$ cat config.mk
export PLATFORM = sky130hd
export DESIGN_NAME = resc_ctrl
export DESIGN_NICKNAME = d
export VERILOG_FILES = /design/src/shared/resc_pkg.sv /design/src/core/resc_ctrl.sv
export SDC_FILE = /design/constraint.sdc
export NUM_CORES = 1
export LEC_CHECK = 0
export BUFFER_PORTS_ARGS = -buffer_cell sky130_fd_sc_hd__buf_2
export CORE_MARGIN = 2
export CORE_UTILIZATION = 53
export DETAILED_ROUTE_END_ITERATION = 16
export PLACE_DENSITY = 0.85
export SLEW_MARGIN = 20
export SYNTH_ARGS = -nofsm -noshare
export SYNTH_HDL_FRONTEND = slang
export SYNTH_SLANG_ARGS = --single-unit
$ cat constraint.sdc
create_clock -name i_clk -period 1.9 [get_ports i_clk]
set_input_delay 0 -clock i_clk [delete_from_list [all_inputs] [get_ports i_clk]]
set_output_delay 0 -clock i_clk [all_outputs]
set_load 0.02 [all_outputs]
$ cat src/shared/resc_pkg.sv
// package for the regulator enable and status control block
// assumes a single 25 MHz clock domain and synchronous pin inputs
package resc_pkg;

  // ----------------------------------------------------------------
  // clock and timing
  // ----------------------------------------------------------------
  localparam int unsigned CLK_HZ         = 25_000_000;
  localparam int unsigned ACK_WINDOW_S   = 5;
  localparam int unsigned ACK_WINDOW_CYC = ACK_WINDOW_S * CLK_HZ;

  // ----------------------------------------------------------------
  // serial port addresses and command codes
  // ----------------------------------------------------------------
  localparam logic [7:0] ADDR_WR_STD = 8'h78;
  localparam logic [7:0] ADDR_RD_STD = 8'h79;
  localparam logic [7:0] ADDR_WR_MEM = 8'h7A;
  localparam logic [7:0] ADDR_RD_MEM = 8'h7B;
  // command register indices; no index is printed for these
  localparam logic [7:0] CMD_REG23   = 8'h0A;
  localparam logic [7:0] CMD_REG4    = 8'h0B;
  localparam logic [7:0] CMD_CLRIRQ  = 8'h1F;
  localparam logic [7:0] CMD_HRESET  = 8'h1E;
  localparam logic [7:0] CMD_PGCTL   = 8'h1D;

  // ----------------------------------------------------------------
  // field positions and reset values
  // ----------------------------------------------------------------
  localparam int unsigned B2_KEEP  = 0;
  localparam int unsigned B2_QUAL  = 1;
  localparam int unsigned B2_EN    = 2;
  localparam int unsigned B3_KEEP  = 3;
  localparam int unsigned B3_QUAL  = 4;
  localparam int unsigned B3_EN    = 5;
  localparam int unsigned B4_KEEP  = 0;
  localparam int unsigned B4_QUAL  = 1;
  localparam int unsigned B4_EN    = 2;
  localparam int unsigned B4_VLO   = 3;
  localparam int unsigned B4_VHI   = 4;
  localparam int unsigned PG_SLEWB = 0;
  localparam logic [7:0]  REG_RST  = 8'h00;

  // ----------------------------------------------------------------
  // types
  // ----------------------------------------------------------------
  typedef enum logic [1:0] {
    V4_1V2 = 2'b00,
    V4_2V5 = 2'b01,
    V4_2V8 = 2'b10,
    V4_3V0 = 2'b11
  } resc_vsel_type;

  typedef enum logic [1:0] {
    WK_OFF  = 2'b00,
    WK_WAIT = 2'b01,
    WK_ON   = 2'b10
  } resc_wake_type;

  // one-cycle register write from the serial slave front end
  typedef struct packed {
    logic       valid;
    logic [7:0] addr;
    logic [7:0] cmd;
    logic [7:0] data;
  } resc_wr_type;

  // analog comparator results per linear regulator (2,3,4)
  typedef struct packed {
    logic [2:0] below_300mv;
    logic [2:0] below_power_good_out;
  } resc_ana_type;

endpackage : resc_pkg

$ cat src/core/resc_ctrl.sv
// enable, standby and status-pin logic for the three linear regulators
// assumes a serial slave front end delivering decoded writes and reads
// and analog comparators delivering levels synchronous to i_clk
//
// Notes on behaviour
// - reg two on: pin high or bit2
// - reg three on: pin high or bit5
// - keep-alive bit holds regulator through standby
// - qualify bit: start only below 300mV
// - standard variant: reg four pin or bit
// - memory variant: reg four by bit only
// - memory variant: bits 4:3 select voltage
// - control registers reset to zero
// - irq low on events, cleared by command
// - wake released by button or ack
// - reset low on button press, hard reset
// - reset low when always-on 8% low
// - power_good_out low when enabled rail low, slewing
// - power_good_out low when all rails off
// - answer only at variant slave addresses
// - button input low means pressed
// - enable pins active high, float low
// - serial supply loss resets command registers
module resc_ctrl
  import resc_pkg::*;
#(
  parameter bit          MEM_VARIANT = 1'b0,
  parameter int unsigned ACK_CYCLES  = ACK_WINDOW_CYC
) (
  input  wire logic          i_clk,
  input  wire logic          i_rst,
  input  wire logic          i_serial_supply_low,
  input  wire resc_wr_type   i_wr,
  input  wire logic          i_rd_req,
  input  wire logic [7:0]    i_rd_addr,
  input  wire logic [7:0]    i_rd_cmd,
  input  wire logic          i_reg_two_enable_pin,
  input  wire logic          i_reg_three_enable_pin,
  input  wire logic          i_reg_four_enable_pin,
  input  wire logic          i_button_n,
  input  wire logic          i_host_power_ack_in,
  input  wire logic          i_standby,
  input  wire resc_ana_type  i_ana,
  input  wire logic          i_always_on_low8,
  input  wire logic          i_other_power_good_out_low,
  input  wire logic          i_dvs_slewing,
  input  wire logic          i_undervoltage,
  input  wire logic          i_overtemp,
  output logic [7:0]         o_rd_data,
  output logic               o_rd_valid,
  output logic [2:0]         o_reg_on,
  output resc_vsel_type      o_reg_four_vsel,
  output logic               o_irq_oe,
  output logic               o_wake_oe,
  output logic               o_reset_out_n_oe,
  output logic               o_power_good_out_oe
);

  // ----------------------------------------------------------------
  // command decode
  // ----------------------------------------------------------------
  logic [7:0] wr_addr_ok;
  logic [7:0] rd_addr_ok;
  logic       wr_ok;
  logic       rd_ok;
  logic       sw_rst;
  logic       wr_reg23;
  logic       wr_reg4;
  logic       wr_pgctl;
  logic       wr_clrirq;
  logic       wr_hreset;

  assign wr_addr_ok = MEM_VARIANT ? ADDR_WR_MEM : ADDR_WR_STD;
  assign rd_addr_ok = MEM_VARIANT ? ADDR_RD_MEM : ADDR_RD_STD;
  assign wr_ok      = i_wr.valid && (i_wr.addr == wr_addr_ok);
  assign rd_ok      = i_rd_req && (i_rd_addr == rd_addr_ok);
  // serial supply collapse acts like power-on for the command registers
  assign sw_rst     = i_serial_supply_low;

  // one strobe per command index; writes are dropped while the supply is low
  assign wr_reg23   = wr_ok && !sw_rst && (i_wr.cmd == CMD_REG23);
  assign wr_reg4    = wr_ok && !sw_rst && (i_wr.cmd == CMD_REG4);
  assign wr_pgctl   = wr_ok && !sw_rst && (i_wr.cmd == CMD_PGCTL);
  assign wr_clrirq  = wr_ok && !sw_rst && (i_wr.cmd == CMD_CLRIRQ);
  assign wr_hreset  = wr_ok && !sw_rst && (i_wr.cmd == CMD_HRESET);

  // ----------------------------------------------------------------
  // command registers
  // ----------------------------------------------------------------
  logic [7:0] reg23_q;
  logic [7:0] reg4_q;
  logic [7:0] pgctl_q;
  logic       hreset_q;

  // unused upper bits are stored as zero so a read returns only live fields
  always_ff @(posedge i_clk or posedge i_rst) begin
    if (i_rst) begin
      reg23_q <= REG_RST;
    end else if (sw_rst) begin
      reg23_q <= REG_RST;
    end else if (wr_reg23) begin
      reg23_q <= {2'h0, i_wr.data[B3_EN:B2_KEEP]};
    end
  end

  always_ff @(posedge i_clk or posedge i_rst) begin
    if (i_rst) begin
      reg4_q <= REG_RST;
    end else if (sw_rst) begin
      reg4_q <= REG_RST;
    end else if (wr_reg4) begin
      reg4_q <= {3'h0, i_wr.data[B4_VHI:B4_KEEP]};
    end
  end

  always_ff @(posedge i_clk or posedge i_rst) begin
    if (i_rst) begin
      pgctl_q <= REG_RST;
    end else if (sw_rst) begin
      pgctl_q <= REG_RST;
    end else if (wr_pgctl) begin
      pgctl_q <= {7'h00, i_wr.data[PG_SLEWB]};
    end
  end

  // hard reset pulse: one cycle per command write
  always_ff @(posedge i_clk or posedge i_rst) begin
    if (i_rst) begin
      hreset_q <= 1'b0;
    end else begin
      hreset_q <= wr_hreset;
    end
  end

  // ----------------------------------------------------------------
  // read path
  // ----------------------------------------------------------------
  always_ff @(posedge i_clk or posedge i_rst) begin
    if (i_rst) begin
      o_rd_valid <= 1'b0;
    end else begin
      o_rd_valid <= rd_ok;
    end
  end

  // data is captured only on a read, so it stands until the next one
  always_ff @(posedge i_clk or posedge i_rst) begin
    if (i_rst) begin
      o_rd_data <= 8'h00;
    end else if (rd_ok) begin
      case (i_rd_cmd)
        CMD_REG23: o_rd_data <= reg23_q;
        CMD_REG4:  o_rd_data <= reg4_q;
        CMD_PGCTL: o_rd_data <= pgctl_q;
        default:   o_rd_data <= 8'h00;
      endcase
    end
  end

  // ----------------------------------------------------------------
  // regulator enables
  // ----------------------------------------------------------------
  logic [2:0] want;
  logic [2:0] qual;
  logic [2:0] keep;
  logic [2:0] on_q;

  // pins read low when floating; the pull-down is outside this logic
  assign want[0] = i_reg_two_enable_pin || reg23_q[B2_EN];
  assign want[1] = i_reg_three_enable_pin || reg23_q[B3_EN];
  // memory variant has no pin for regulator four
  assign want[2] = MEM_VARIANT ? reg4_q[B4_EN]
                               : (i_reg_four_enable_pin || reg4_q[B4_EN]);
  assign qual    = {reg4_q[B4_QUAL], reg23_q[B3_QUAL], reg23_q[B2_QUAL]};
  assign keep    = {reg4_q[B4_KEEP], reg23_q[B3_KEEP], reg23_q[B2_KEEP]};

  genvar g;
  generate
    for (g = 0; g < 3; g++) begin : g_reg
      always_ff @(posedge i_clk or posedge i_rst) begin
        if (i_rst) begin
          on_q[g] <= 1'b0;
        end else if (i_standby) begin
          // standby holds a kept regulator as it was, drops the rest
          if (!keep[g]) on_q[g] <= 1'b0;
        end else if (!want[g]) begin
          on_q[g] <= 1'b0;
        end else if (!on_q[g] && (!qual[g] || i_ana.below_300mv[g])) begin
          on_q[g] <= 1'b1;
        end
      end
    end
  endgenerate

  assign o_reg_on        = on_q;
  assign o_reg_four_vsel = MEM_VARIANT ? resc_vsel_type'(reg4_q[B4_VHI:B4_VLO])
                                       : V4_1V2;

  // ----------------------------------------------------------------
  // interrupt
  // ----------------------------------------------------------------
  logic irq_q;
  logic irq_evt;
  logic pg_low;
  logic pg_low_q;

  // only the edge into power_good_out-low is an event, so a rail that stays low
  // cannot raise the interrupt again right after the host has cleared it
  assign irq_evt = (pg_low && !pg_low_q) || i_undervoltage || i_overtemp;

  // power_good_out is low while everything is off, so the history starts low too;
  // otherwise a false event would follow every reset
  always_ff @(posedge i_clk or posedge i_rst) begin
    if (i_rst) begin
      pg_low_q <= 1'b1;
    end else begin
      pg_low_q <= pg_low;
    end
  end

  always_ff @(posedge i_clk or posedge i_rst) begin
    if (i_rst) begin
      irq_q <= 1'b0;
    end else if (irq_evt) begin
      // an event in the clearing cycle wins
      irq_q <= 1'b1;
    end else if (wr_clrirq) begin
      irq_q <= 1'b0;
    end
  end

  // ----------------------------------------------------------------
  // wake
  // ----------------------------------------------------------------
  resc_wake_type wk_q;
  logic [$clog2(ACK_CYCLES+1)-1:0] ack_cnt_q;
  logic          press;

  assign press = !i_button_n;

  always_ff @(posedge i_clk or posedge i_rst) begin
    if (i_rst) begin
      wk_q <= WK_OFF;
    end else begin
      case (wk_q)
        WK_OFF: begin
          if (i_host_power_ack_in) begin
            wk_q <= WK_ON;
          end else if (press) begin
            wk_q <= WK_WAIT;
          end
        end
        WK_WAIT: begin
          // host must acknowledge within the window or wake drops
          if (i_host_power_ack_in) begin
            wk_q <= WK_ON;
          end else if (ack_cnt_q >= ($bits(ack_cnt_q))'(ACK_CYCLES - 1)) begin
            wk_q <= WK_OFF;
          end
        end
        WK_ON: begin
          if (!i_host_power_ack_in) begin
            wk_q <= WK_OFF;
          end
        end
        default: wk_q <= WK_OFF;
      endcase
    end
  end

  // counter runs only while waiting for the host acknowledge
  always_ff @(posedge i_clk or posedge i_rst) begin
    if (i_rst) begin
      ack_cnt_q <= '0;
    end else if (wk_q == WK_WAIT) begin
      ack_cnt_q <= ack_cnt_q + 1'b1;
    end else begin
      ack_cnt_q <= '0;
    end
  end

  // ----------------------------------------------------------------
  // open-drain status pins (oe low = pulled low)
  // ----------------------------------------------------------------
  logic pg_rail_low;
  logic pg_slew_low;
  logic pg_all_off;
  logic rst_pull;

  assign pg_rail_low = (|(on_q & i_ana.below_power_good_out)) || i_other_power_good_out_low;
  // the slewing pull-down can be masked by the power_good_out control register
  assign pg_slew_low = i_dvs_slewing && !pgctl_q[PG_SLEWB];
  assign pg_all_off  = (on_q == 3'b000);
  assign pg_low      = pg_rail_low || pg_slew_low || pg_all_off;
  // the pushbutton hard reset has no timing of its own: it follows the button
  assign rst_pull    = i_always_on_low8 || hreset_q || press;

  assign o_irq_oe            = !irq_q;
  assign o_wake_oe           = (wk_q != WK_OFF);
  assign o_reset_out_n_oe    = !rst_pull;
  assign o_power_good_out_oe = !pg_low;

endmodule : resc_ctrl

==> results.md <==
- Flip-flop and latch count after synthesis: 54
- Fin util: 66.9%
- Gpl congestion: ~0.9
- WL final: 7.07 mm
- Clock skew: 0.0104 ns
- CTS clk-pin slew, worst paths: approximately 0.090 ns
- Synth Area in Compound Gates: 9.64%
- Final instance area: roughly 0.0037 mm2
- Router iterations before antenna repair: 6
- Routed length per instance: 15.2 um
- Leakage: 1.68 nW
- I/O Pins: 80
- First-pass GRT wire length: 11.9 mm
- Failing checks: negative hold slack
- Die width: 79.7 um
- Final slew viol count: 0
- DR vias: 2678
- XOR/XNOR share of the synthesized area: under 10%
- Largest family of logic cells by synthesized area: simple AND/OR/NAND/NOR gates
- GRT Total Usage: 23.8%
- Largest net degree at the start of global routing: 55
- Netlist cell types: 55
- # DRC: 0
- Vias in the first global route: around 2700
- Layout cells sized above 1: 27.9%
- Post-route ant nets: 0
- Via density: ~5.7
- # Post-CTS Setup Buffers: 0
- Critical Path AT: just under 2 ns
- EDFF count, synth: 0
- # fillers: 443
- Mapped Cells: 306
- Initial DRC count: 177
- Hold Crit Class: in2reg
- Worst rel slew slack: 55.4%
- CP Class: reg2reg
- H-tree depth: 2
- Fin worst setup slack: 0.143 ns
- Minimum clock period after layout: 1.76 ns
- GRT Residual Overflow: 0
- Post-synthesis mux area share: around 7.6%
- Clock Tree Root: clkbuf_8
- Post-synth ARST share: 100%
- Commonest non-fill, non-tap cells in the layout: buf_2 (73), dfrtp_1 (53), nor2_1 (28)
- Setup Viol. Count Final: 0
- RSZ-0062 raised after global routing: false
- DP Worst Slack: between 0.15 and 0.2 ns
- Period utilization: 92.5%
- R2R Setup Slk: approximately 0.14 ns
- Die Ht: 79.7 um
- Critical path's slowest cell: or4_1
- Core box area: 0.00551 mm2
- Crit Path Max Fanout: 11
- Syn avg cell area: 9.92 um2
- Delay of the slowest critical-path stage: between 0.5 and 0.6 ns
- WHS: -0.000603 ns
- Area of placed instances: about 0.0034 mm2
- CP Capture Type: flip-flop
- Fmax: 569 MHz
- Clock Path Buffers: 2
- Sink Count: 54
- Die ar.: 0.00635 mm2
- Clk_lat worst skew: 0.31 ns
- Buffers added on ports: 73
- Adder-cell area share of the yosys netlist: 0.412%
- Initial antenna violation count: 0
- Worst-Margin Slew: 0.669 ns
- Leading cell type in the layout, fill and taps excluded: buf_2
- CTS tree: done
- TritonCTS buffer count: 5
- Post-synthesis simple-gate area fraction: ~30%
- Max VDD drop: 341 uV
- Outcome: finished, violations left
- Starting density of the core: ~55%
- Main synth FF type: dfrtp_1
- Maxcap violations: 0
- Worst EP required: 2.14 ns
- Final nets: 457
- Setup TNS: 0 ns
- Post-synthesis sequential area ratio: 44.5%
- Mapped Area: between 0.003 and 0.004 mm2
- Synth-to-Final Area Change: 21.3%
- CP Launch Type: flip-flop
- Ant diodes: 0
- Dpl hpwl: between 5 and 6 mm
- Footprint of the multi-input gates: 0.00157 mm2
- Final hold violation count: 1
- Worst-path cell chain: and4_2 > nand3_4 > or4_1 > a21oi_1
- # rows: 27
- FF/Latch Area: 0.00135 mm2
- Cell Pwr Density: roughly 550 mW/mm2
- Synth warn: 0
## routing by layer
metal	vias up	track usage, %	routed length, um
li1	1287	-	-
met1	1306	27.1	2860
met2	73	44.2	3810
met3	12	5.32	299
met4	0	7.24	109
met5	-	0	0
## worst max-delay path: cells and delay by family, from the launching register on
kind | cells | cell delay, ns
simple gates | 3 | 1.08
flops | 1 | 0.45
compound gates | 1 | 0.16
## layout make-up
type,instances,share of cell area [%]
Sequential cell,54,36.7
Multi-Input combinational cell,232,42.6
Timing Repair Buffer,95,15.5
Clock inverter,2,0.272
Inverter,6,0.612
Tap cell,72,2.45
Clock buffer,5,1.87
## worst paths after layout
path | start | endpoint | depth (start not counted)
max | ack_cnt_q[2]$_DFF_PP0_ | ack_cnt_q[15]$_DFF_PP0_ | 4
min | i_rd_cmd[5] | o_rd_data[0]$_DFFE_PP0P_ | 4
max reg2reg | ack_cnt_q[2]$_DFF_PP0_ | ack_cnt_q[15]$_DFF_PP0_ | 4
min reg2reg | ack_cnt_q[0]$_DFF_PP0_ | ack_cnt_q[0]$_DFF_PP0_ | 1
max in group asynchronous | i_rst | ack_cnt_q[26]$_DFF_PP0_ | 4
min in group asynchronous | i_rst | wk_q[0]$_DFFE_PP0P_ | 4
## Yosys cell counts (3+ instances only)
library cell	number	share of area [%]
nor3_1	6	0.99
nor3b_1	3	0.74
and3_1	5	1.0
inv_1	6	0.74
mux2i_1	14	4.6
nor4_1	3	0.62
o311ai_0	4	1.2
and4_1	3	0.87
xnor2_1	4	1.2
xor2_1	9	2.6
clkbuf_1	8	0.99
or4_1	4	0.99
and2_1	3	0.62
o21ai_0	9	1.5
nand2b_1	17	3.5
nor2b_1	4	0.82
nor2_1	28	3.5
nand3_1	17	2.8
nand2_1	19	2.3
buf_4	6	1.5
nand4_1	16	3.3
a41o_1	3	0.99
mux2_2	8	3.0
dfrtp_1	53	44
a21oi_1	9	1.5
o31ai_1	6	1.5
## metrics by stage
step	std cells	power, mW	hold slack, ns
after global placement	443	1.41	0.200
after floorplan	309	1.32	0.0696
after global routing	466	2.14	0.00363
after CTS	464	2.04	0.000722
final	466	2.03	-0.000603
after detailed placement	443	1.42	0.210
## flip-flops by register name, summed over array words and instances (netlist names)
signal and count:
pgctl_q 1, o_reg_on 3, o_rd_valid 1, o_rd_data 6, reg4_q 5, reg23_q 6, irq_q 1, hreset_q 1
ack_cnt_q 27, pg_low_q 1, wk_q 2
## repair_timing
action                                  in CTS  in global routing
endpoints found under the hold margin       69                  2
endpoints found under the setup margin       0                  0
gates resized for setup                      0                  0
hold buffers                                14                  2
## power breakdown
| group | switching (mW) | leakage (nW) | internal [mW] | total (mW) |
|---|---|---|---|---|
| Sequential | 0.0128 | 0.735 | 1.16 | 1.18 |
| Combinational | 0.134 | 0.905 | 0.113 | 0.247 |
| Clock | 0.358 | 0.0438 | 0.248 | 0.606 |
| Total | 0.505 | 1.68 | 1.52 | 2.03 |
## logic make-up (layout without fill, tap and decap cells)
kind of cell | after synthesis | in the layout
muxes | 22 | 22
DFF | 54 | 54
adders and majority gates | 1 | 1
and+or+nand+nor | 149 | 149
AOI/OAI and AO/OA | 43 | 43
other | 1 | 4
xor gates and xnor gates | 13 | 13
buffers and inverters | 23 | 108
(Power assumes the default switching activity.)
